**src/verilog/ipc_pkg.sv**
```systemverilog
// Purpose: Shared constants and types for the in-system programming control block
// Assumes: 8-bit special-function-register bus, 16-bit flash address
// Notes: Addresses without a fixed location are grouped here as named constants
package ipc_pkg;

  // Register addresses on the special-function-register bus
  localparam logic [7:0] IPC_ADDR_CTRL = 8'hbf;
  localparam logic [7:0] IPC_ADDR_CMD = 8'hc7;
  localparam logic [7:0] IPC_ADDR_KEY = 8'hf6;
  localparam logic [7:0] IPC_ADDR_ALO = 8'hc4;
  localparam logic [7:0] IPC_ADDR_AHI = 8'hc5;
  localparam logic [7:0] IPC_ADDR_DAT = 8'hc6;

  // Unlock key values, in the order they must arrive
  localparam logic [7:0] IPC_KEY_FIRST = 8'h87;
  localparam logic [7:0] IPC_KEY_SECOND = 8'h59;

  // Programming control register fields
  localparam int IPC_CTRL_ARM_BIT = 0;
  localparam int IPC_CTRL_LOC_BIT = 1;
  localparam int IPC_CTRL_AUX_BIT = 4;
  localparam logic [7:0] IPC_CTRL_WR_MASK = 8'h13;
  localparam logic [7:0] IPC_CTRL_SWR_MASK = 8'h83;
  localparam logic [7:0] IPC_CTRL_RESET = 8'h00;

  // Flash command byte fields
  localparam int IPC_CMD_BANK_BIT = 6;
  localparam int IPC_CMD_OE_BIT = 5;
  localparam int IPC_CMD_CE_BIT = 4;
  localparam logic [7:0] IPC_CMD_WR_MASK = 8'h7f;
  localparam logic [7:0] IPC_CMD_RESET = 8'h30;
  localparam logic [3:0] IPC_CODE_ERASE = 4'h2;
  localparam logic [3:0] IPC_CODE_PROG = 4'h1;
  localparam logic [3:0] IPC_CODE_READ = 4'h0;

  // Data path widths and reset values of the plain byte registers
  localparam int IPC_ADDR_W = 16;
  localparam int IPC_DATA_W = 8;
  localparam logic [7:0] IPC_BYTE_RESET = 8'h00;

  typedef enum logic [1:0] {IPC_OP_READ, IPC_OP_PROG, IPC_OP_ERASE} ipc_op_t;

  // Decode a command byte: bit 2 says the encoding is legal, bits 1:0 give the operation
  function automatic logic [2:0] ipc_decode(input logic [7:0] cmd);
    logic [2:0] res;
    res = 3'h0;
    if (!cmd[IPC_CMD_CE_BIT])
    begin
      if (cmd[3:0] == IPC_CODE_ERASE && cmd[IPC_CMD_OE_BIT])
        res = {1'b1, IPC_OP_ERASE};
      else if (cmd[3:0] == IPC_CODE_PROG && cmd[IPC_CMD_OE_BIT])
        res = {1'b1, IPC_OP_PROG};
      else if (cmd[3:0] == IPC_CODE_READ && !cmd[IPC_CMD_OE_BIT])
        res = {1'b1, IPC_OP_READ};
    end
    return res;
  endfunction : ipc_decode

endpackage : ipc_pkg

```
**src/verilog/ipc_op_if.sv**
```systemverilog
// Purpose: Operation request and answer between the control logic and the flash engine
// Assumes: One request outstanding at a time
// Notes: start is a one-cycle pulse; the other request fields stay stable while busy
interface ipc_op_if;
  import ipc_pkg::*;
  logic start;
  ipc_op_t op;
  logic bank;
  logic [IPC_ADDR_W-1:0] addr;
  logic [IPC_DATA_W-1:0] wdata;
  logic done;
  logic [IPC_DATA_W-1:0] rdata;
  logic busy;
  modport ctl (output start, op, bank, addr, wdata, input done, rdata, busy);
  modport eng (input start, op, bank, addr, wdata, output done, rdata, busy);
endinterface : ipc_op_if

```
**src/verilog/ipc_flash_op.sv**
```systemverilog
// Purpose: Drives one erase, program or read cycle on the flash array port
// Assumes: The array answers each held request with a one-cycle acknowledge
// Notes: All array outputs come from flip-flops
module ipc_flash_op
  import ipc_pkg::*;
(
  input wire logic clk,
  input wire logic rst,
  ipc_op_if.eng op_bus,
  output logic flash_req,
  output logic [1:0] flash_op,
  output logic flash_bank,
  output logic [IPC_ADDR_W-1:0] flash_addr,
  output logic [IPC_DATA_W-1:0] flash_wdata,
  input wire logic flash_ack,
  input wire logic [IPC_DATA_W-1:0] flash_rdata
);

  typedef enum logic {ENG_IDLE, ENG_WAIT} ipc_eng_t;
  ipc_eng_t state_reg;
  logic done_reg;
  logic [IPC_DATA_W-1:0] rdata_reg;

  // Request is latched so the array sees stable signals for the whole access
  always_ff @(posedge clk)
  begin
    if (rst)
    begin
      state_reg <= ENG_IDLE;
      flash_req <= 1'b0;
      flash_op <= 2'h0;
      flash_bank <= 1'b0;
      flash_addr <= '0;
      flash_wdata <= '0;
      done_reg <= 1'b0;
      rdata_reg <= '0;
    end
    else
    begin
      done_reg <= 1'b0;
      case (state_reg)
        ENG_IDLE:
        begin
          if (op_bus.start)
          begin
            state_reg <= ENG_WAIT;
            flash_req <= 1'b1;
            flash_op <= op_bus.op;
            flash_bank <= op_bus.bank;
            flash_addr <= op_bus.addr;
            flash_wdata <= op_bus.wdata;
          end
        end
        ENG_WAIT:
        begin
          if (flash_ack)
          begin
            state_reg <= ENG_IDLE;
            flash_req <= 1'b0;
            done_reg <= 1'b1;
            rdata_reg <= flash_rdata;
          end
        end
        default: state_reg <= ENG_IDLE;
      endcase
    end
  end

  // Answers back to the control logic
  assign op_bus.done = done_reg;
  assign op_bus.rdata = rdata_reg;
  assign op_bus.busy = (state_reg == ENG_WAIT);

endmodule : ipc_flash_op

```
**src/verilog/ipc_isp_ctrl.sv**
```systemverilog
// Purpose: In-system programming control: key unlock, mode entry on wake, flash commands
// Assumes: Register accesses arrive on the core's special-function-register bus
// Notes: Flash operations start only while the core sits in idle with programming mode on
module ipc_isp_ctrl
  import ipc_pkg::*;
(
  input wire logic clk,
  input wire logic rst,
  input wire logic [7:0] sfr_addr,
  input wire logic [7:0] sfr_wdata,
  input wire logic sfr_we,
  input wire logic sfr_re,
  output logic [7:0] sfr_rdata,
  input wire logic cpu_idle,
  output logic isp_mode,
  output logic exec_from_loader,
  output logic pc_clear,
  output logic cpu_reset_req,
  output logic aux_ram_en,
  output logic flash_busy,
  output logic flash_req,
  output logic [1:0] flash_op,
  output logic flash_bank,
  output logic [IPC_ADDR_W-1:0] flash_addr,
  output logic [IPC_DATA_W-1:0] flash_wdata,
  input wire logic flash_ack,
  input wire logic [IPC_DATA_W-1:0] flash_rdata
);

  typedef enum logic [1:0] {KEY_LOCKED, KEY_HALF, KEY_OPEN} ipc_key_t;

  ipc_key_t key_reg;
  ipc_key_t key_next;
  logic [7:0] ctrl_reg;
  logic [7:0] cmd_reg;
  logic [7:0] addr_hi_reg;
  logic [7:0] addr_lo_reg;
  logic [7:0] data_reg;
  logic cmd_pend_reg;
  logic start_reg;
  logic idle_d_reg;
  logic isp_mode_reg;
  logic exec_loader_reg;
  logic pc_clear_reg;
  logic sw_reset_reg;
  logic busy_reg;
  logic [7:0] rdata_reg;

  ipc_op_if op_bus ();

  // Internal reset: the software reset acts on every register the external one does, except its own pulse register
  wire blk_rst = rst | sw_reset_reg;

  // Address decode of the register bus
  wire wr_ctrl = sfr_we && (sfr_addr == IPC_ADDR_CTRL);
  wire wr_key = sfr_we && (sfr_addr == IPC_ADDR_KEY);
  wire wr_cmd = sfr_we && (sfr_addr == IPC_ADDR_CMD);
  wire wr_ahi = sfr_we && (sfr_addr == IPC_ADDR_AHI);
  wire wr_alo = sfr_we && (sfr_addr == IPC_ADDR_ALO);
  wire wr_dat = sfr_we && (sfr_addr == IPC_ADDR_DAT);

  // Control register writes only land once the key sequence has completed
  wire ctrl_open = (key_reg == KEY_OPEN);
  wire ctrl_take = wr_ctrl && ctrl_open;
  wire swr_hit = ctrl_take && ((sfr_wdata & IPC_CTRL_SWR_MASK) == IPC_CTRL_SWR_MASK);
  wire arm_bit = ctrl_reg[IPC_CTRL_ARM_BIT];
  wire loc_bit = ctrl_reg[IPC_CTRL_LOC_BIT];

  // Wake edge of the core
  wire wake = idle_d_reg && !cpu_idle;
  wire [2:0] dec = ipc_decode(cmd_reg);
  wire dec_ok = dec[2];
  wire [1:0] dec_op = dec[1:0];
  // Erase and program need the arm bit; read is always allowed in programming mode
  wire op_allowed = dec_ok && (arm_bit || (dec_op == IPC_OP_READ));
  // Command waits until both programming mode and idle hold
  wire can_launch = cmd_pend_reg && isp_mode_reg && cpu_idle && !busy_reg && !start_reg;
  wire launch = can_launch && op_allowed;
  // Idle outside programming mode drops a waiting command so it cannot fire on a later idle
  wire cmd_drop = cpu_idle && !isp_mode_reg;

  // Key sequence: 87h arms the first step, 59h right after opens, anything else closes
  always_comb
  begin
    key_next = key_reg;
    if (wr_key)
    begin
      if (sfr_wdata == IPC_KEY_FIRST)
        key_next = (key_reg == KEY_OPEN) ? KEY_OPEN : KEY_HALF;
      else if (sfr_wdata == IPC_KEY_SECOND && key_reg != KEY_LOCKED)
        key_next = KEY_OPEN;
      else
        key_next = KEY_LOCKED;
    end
  end

  // Key state and control register
  always_ff @(posedge clk)
  begin
    if (blk_rst)
    begin
      key_reg <= KEY_LOCKED;
      ctrl_reg <= IPC_CTRL_RESET;
    end
    else
    begin
      key_reg <= key_next;
      if (ctrl_take)
        ctrl_reg <= sfr_wdata & IPC_CTRL_WR_MASK;
    end
  end

  // Software reset pulse; cleared only by the external reset so it cannot hold itself
  always_ff @(posedge clk)
  begin
    if (rst)
      sw_reset_reg <= 1'b0;
    else
      sw_reset_reg <= swr_hit;
  end

  // Address, data and command registers
  always_ff @(posedge clk)
  begin
    if (blk_rst)
    begin
      addr_hi_reg <= IPC_BYTE_RESET;
      addr_lo_reg <= IPC_BYTE_RESET;
      data_reg <= IPC_BYTE_RESET;
      cmd_reg <= IPC_CMD_RESET;
      cmd_pend_reg <= 1'b0;
    end
    else
    begin
      if (wr_ahi)
        addr_hi_reg <= sfr_wdata;
      if (wr_alo)
        addr_lo_reg <= sfr_wdata;
      // Read results take priority; the core is idle when they arrive
      if (op_bus.done && (op_bus.op == IPC_OP_READ))
        data_reg <= op_bus.rdata;
      else if (wr_dat)
        data_reg <= sfr_wdata;
      if (wr_cmd)
        cmd_reg <= sfr_wdata & IPC_CMD_WR_MASK;
      // A new command write wins over the clear of the previous one
      if (wr_cmd)
        cmd_pend_reg <= 1'b1;
      else if (can_launch || cmd_drop)
        cmd_pend_reg <= 1'b0;
    end
  end

  // Mode entry happens only at the wake from idle; exit at the wake or on a software or external reset
  always_ff @(posedge clk)
  begin
    if (blk_rst)
    begin
      idle_d_reg <= 1'b0;
      isp_mode_reg <= 1'b0;
      exec_loader_reg <= 1'b0;
      pc_clear_reg <= 1'b0;
      start_reg <= 1'b0;
      busy_reg <= 1'b0;
    end
    else
    begin
      idle_d_reg <= cpu_idle;
      start_reg <= launch;
      busy_reg <= launch || start_reg || op_bus.busy;
      pc_clear_reg <= wake && arm_bit && loc_bit && !exec_loader_reg;
      if (wake)
      begin
        isp_mode_reg <= arm_bit;
        exec_loader_reg <= arm_bit && loc_bit;
      end
    end
  end

  // Request fields are stable registers while the engine works
  assign op_bus.start = start_reg;
  assign op_bus.op = ipc_op_t'(dec_op);
  assign op_bus.bank = cmd_reg[IPC_CMD_BANK_BIT];
  assign op_bus.addr = {addr_hi_reg, addr_lo_reg};
  assign op_bus.wdata = data_reg;

  ipc_flash_op u_eng (
    .clk(clk),
    .rst(blk_rst),
    .op_bus(op_bus),
    .flash_req(flash_req),
    .flash_op(flash_op),
    .flash_bank(flash_bank),
    .flash_addr(flash_addr),
    .flash_wdata(flash_wdata),
    .flash_ack(flash_ack),
    .flash_rdata(flash_rdata)
  );

  // Read mux; key register is write-only and unmapped addresses answer zero
  wire [7:0] rd_mux =
    (sfr_addr == IPC_ADDR_CTRL) ? ctrl_reg :
    (sfr_addr == IPC_ADDR_CMD) ? cmd_reg :
    (sfr_addr == IPC_ADDR_AHI) ? addr_hi_reg :
    (sfr_addr == IPC_ADDR_ALO) ? addr_lo_reg :
    (sfr_addr == IPC_ADDR_DAT) ? data_reg : IPC_BYTE_RESET;

  // Registered read data, one cycle after the read strobe
  always_ff @(posedge clk)
  begin
    if (blk_rst)
      rdata_reg <= IPC_BYTE_RESET;
    else if (sfr_re)
      rdata_reg <= rd_mux;
  end

  // Outputs straight from flip-flops
  assign sfr_rdata = rdata_reg;
  assign isp_mode = isp_mode_reg;
  assign exec_from_loader = exec_loader_reg;
  assign pc_clear = pc_clear_reg;
  assign cpu_reset_req = sw_reset_reg;
  assign aux_ram_en = ctrl_reg[IPC_CTRL_AUX_BIT];
  assign flash_busy = busy_reg;

endmodule : ipc_isp_ctrl

```
**config.mk**
```make
export PLATFORM = sky130hd
export DESIGN_NAME = ipc_isp_ctrl
export DESIGN_NICKNAME = d
export VERILOG_FILES = /design/src/verilog/ipc_pkg.sv /design/src/verilog/ipc_op_if.sv /design/src/verilog/ipc_flash_op.sv /design/src/verilog/ipc_isp_ctrl.sv
export SDC_FILE = /design/constraint.sdc
export NUM_CORES = 1
export LEC_CHECK = 0
export BUFFER_PORTS_ARGS = -buffer_cell sky130_fd_sc_hd__buf_2
export CELL_PAD_IN_SITES_DETAIL_PLACEMENT = 1
export CELL_PAD_IN_SITES_GLOBAL_PLACEMENT = 1
export CORE_ASPECT_RATIO = 0.8
export CORE_MARGIN = 8
export CORE_UTILIZATION = 46
export CTS_BUF_LIST = sky130_fd_sc_hd__clkbuf_8
export DETAILED_ROUTE_END_ITERATION = 10
export GPL_TIMING_DRIVEN = 0
export PLACE_DENSITY = 0.94
export SKIP_CTS_REPAIR_TIMING = 1
export SLEW_MARGIN = 10
export SYNTH_ARGS = -nofsm -noshare
export SYNTH_HDL_FRONTEND = slang
export SYNTH_SLANG_ARGS = --single-unit
export TNS_END_PERCENT = 1
```
**constraint.sdc**
```tcl
create_clock -name clk -period 2.9 [get_ports clk]
set_input_delay 0 -clock clk [delete_from_list [all_inputs] [get_ports clk]]
set_output_delay 0 -clock clk [all_outputs]
set_load 0.005 [all_outputs]
```
==> impl_metrics.toml <==
[drt]
drtIter0Drc = 161
wire_per_inst_um = 20.1
via_count = 3429
drt_wl_total_mm = 12.2
drt.antenna.violating_nets = 0
drc = 0
routed_via_density = 5.64
dr.pass1.iters = 5

[timing]
tightest_slew_ps = 759
final.setup.tns_ps = 0
whs_ps = -15.4
fin_crit_ps = 1850
fmaxAchievable_mhz = 542
hold_viol = 1
slew_viol_final = 0
rsz0062_at_grt = "no"
maxSlewHeadroom_pct = 49.0
clock_skew_ps = 11.9
finalSetupViolCount = 0
finalCritPeriodShare_pct = 63.6

[setup_path]
crit_buf_inv = 1
arrival_ps = 2140
slowest_stage = "or3_1"
cpLargestDelayFamily = "compound AO/OA/AOI/OAI gates"
path_cells = "or3_1, o31ai_2, buf_2, o21ai_0, a21oi_1"
critical_path_class = "flip-flop to flip-flop"
critPathMaxStageDelay_ps = 460
cp.depth = 5
required_ps = 3200
cp-end-kind = "flip-flop"
reg2regPathDepth = 5
cp-start-kind = "flip-flop"
worstPathMaxFanout = 10

[clock_tree]
clk_latency_ps = 370
clock-sinks = 90
cts_buffers = 9
cts_tree = "yes"
cts-root-buf = "clkbuf_8"
cts_buffer_depth = 2
clk_pin_slew_ps = 100
cts.htree.levels = 3

[synth]
ys.flop_type = "dfxtp_1"
syn-num-nets = 432
synth_top_cells_by_area = "dfxtp_1, mux2i_1, nand2_1, a21oi_1, nor2_1"
synthArstFlopShare_pct = 0
synth_area_um2 = 3630
synth-seq-cells = 90
ys_seq_area_share_pct = 49.6
synth.largest_area_cell = "dfxtp_1"
synthCells = 402
yosysWarnings = 0
synth_top_area_share_pct = 49.6
syn_avg_cell_area_um2 = 9.04
synth_edf_count = 0
synth_cell_types = 44

[outcome]
outcome = "complete, but fails checks"
violations = "negative hold slack"

[layout]
diodes = 0
final_area_um2 = 4440
final_nets = 525
drive_gt1_share_pct = 21.2
top_register = "u_eng.flash_addr"
final_core_util_pct = 56.9
largest_register_ffs = 16
syn2layout_area_growth_pct = 22.2

[global_routing]
grtUsageMet1_pct = 25.8
track_usage_pct = 22.5
gr-max-usage-layer = "met2"
use_met2_pct = 38.9
grt_pass1_vias = 3571
grt_overflow = 0
grt_pass1_wl_mm = 19.0
antenna_found_initial = 0
use_met3_pct = 5.89
grt_max_degree = 17

[min_path]
min_path_cells = 3
holdCritPathClass = "primary input to flip-flop"

[die]
dieArea_um2 = 11000
core-area_um2 = 7800
io_pins = 72
die_x_um = 115
die_y_um = 95.5
rows = 29
start_util_pct = 46.6

[power]
ir_drop_mv = 0.213
p_per_area_nw_per_um2 = 507
p_leak_nw = 1.83

[placed_design]
placed_cell_area_um2 = 4120
port_buffers = 70
post-dp-hpwl_mm = 8.66
gp_congestion = 0.879

[job]
cap_violations = 0
==> metal layers <==
| metal | wire length [um] | vias up |
|---|---|---|
| met4 | 344 | 0 |
| met1 | 5010 | 1686 |
| li1 | - | 1589 |
| met5 | 0 | - |
| met3 | 780 | 31 |
| met2 | 6080 | 123 |
==> worst paths after layout <==
check	start	to	slack [ps]
max	cmd_reg[2]	data_reg[5]	1050
min	sfr_wdata[7]	addr_lo_reg[7]	-20
max reg2reg	cmd_reg[2]	data_reg[5]	1050
min reg2reg	exec_from_loader	pc_clear	450
==> cell usage after synthesis (2+ instances only) <==
cell type	instances
dfxtp_1	90
nand2_1	80
a21oi_1	49
nor2_1	35
mux2i_1	34
clkbuf_1	15
o21ai_0	14
nor3_1	8
nand2b_1	6
nand4_1	5
mux4_2	4
nand3_1	4
nand4b_1	4
nor2b_1	4
a31oi_1	3
and2_1	3
buf_2	3
mux2_2	3
o22ai_1	3
o31ai_1	3
a32oi_1	2
and4b_1	2
buf_6	2
inv_1	2
nor3b_1	2
o211ai_1	2
o21bai_1	2
or3_1	2
==> power breakdown <==
group / internal, mW / switching [mW] / total [mW]
registers: 1.24 / 0.00180 / 1.24
clock network: 0.406 / 0.475 / 0.881
logic: 0.0500 / 0.0803 / 0.130
==> tightest hold or removal path, stage by stage <==
cell	delay, ps
buf_2	150
mux2i_1	90
nor2_1	80
==> layout by cell type (no fill, tap or decap), drive strengths merged, types with 4 or more instances in the layout <==
cell         instances
a21oi               49
buf                 77
clkbuf              24
dfxtp               90
dlygate4sd3         12
inv                  4
mux2i               34
mux4                 4
nand2               80
nand2b               6
nand3                4
nand4                5
nand4b               4
nor2                35
nor2b                4
nor3                 9
o21ai               14
o31ai                4
==> cell type report <==
class	instances	area, um2
buffer	22	105
fill	940	3360
tap	108	135
timing repair buffer	82	470
multi-input combinational	288	1720
sequential	90	1800
clock inverter	7	77.6
clock buffer	9	124
inverter	2	7.51
==> kinds of logic after synthesis <==
family                 count (synthesis)  synth area share [%]
AND/OR/NAND/NOR                      166                  22.0
flip-flops                            90                  49.6
AO/OA/AOI/OAI                         80                  12.3
multiplexers                          41                  12.8
buffers and inverters                 24                  3.10
XOR/XNOR                               1                 0.241
==> per-stage QoR <==
stage          total power, mW  hold slack [ps]  std cells  worst slack [ps]
6_report                  2.25            -15.4        608              1050
5_1_grt                   2.32             4.46        608               922
4_1_cts                   2.25             -184        596              1080
3_5_place_dp              1.38              213        580              1110
3_3_place_gp              1.38              194        580              1190
2_1_floorplan             1.32             75.8        402              1360
Note: power is estimated with default switching activity, not from simulation.
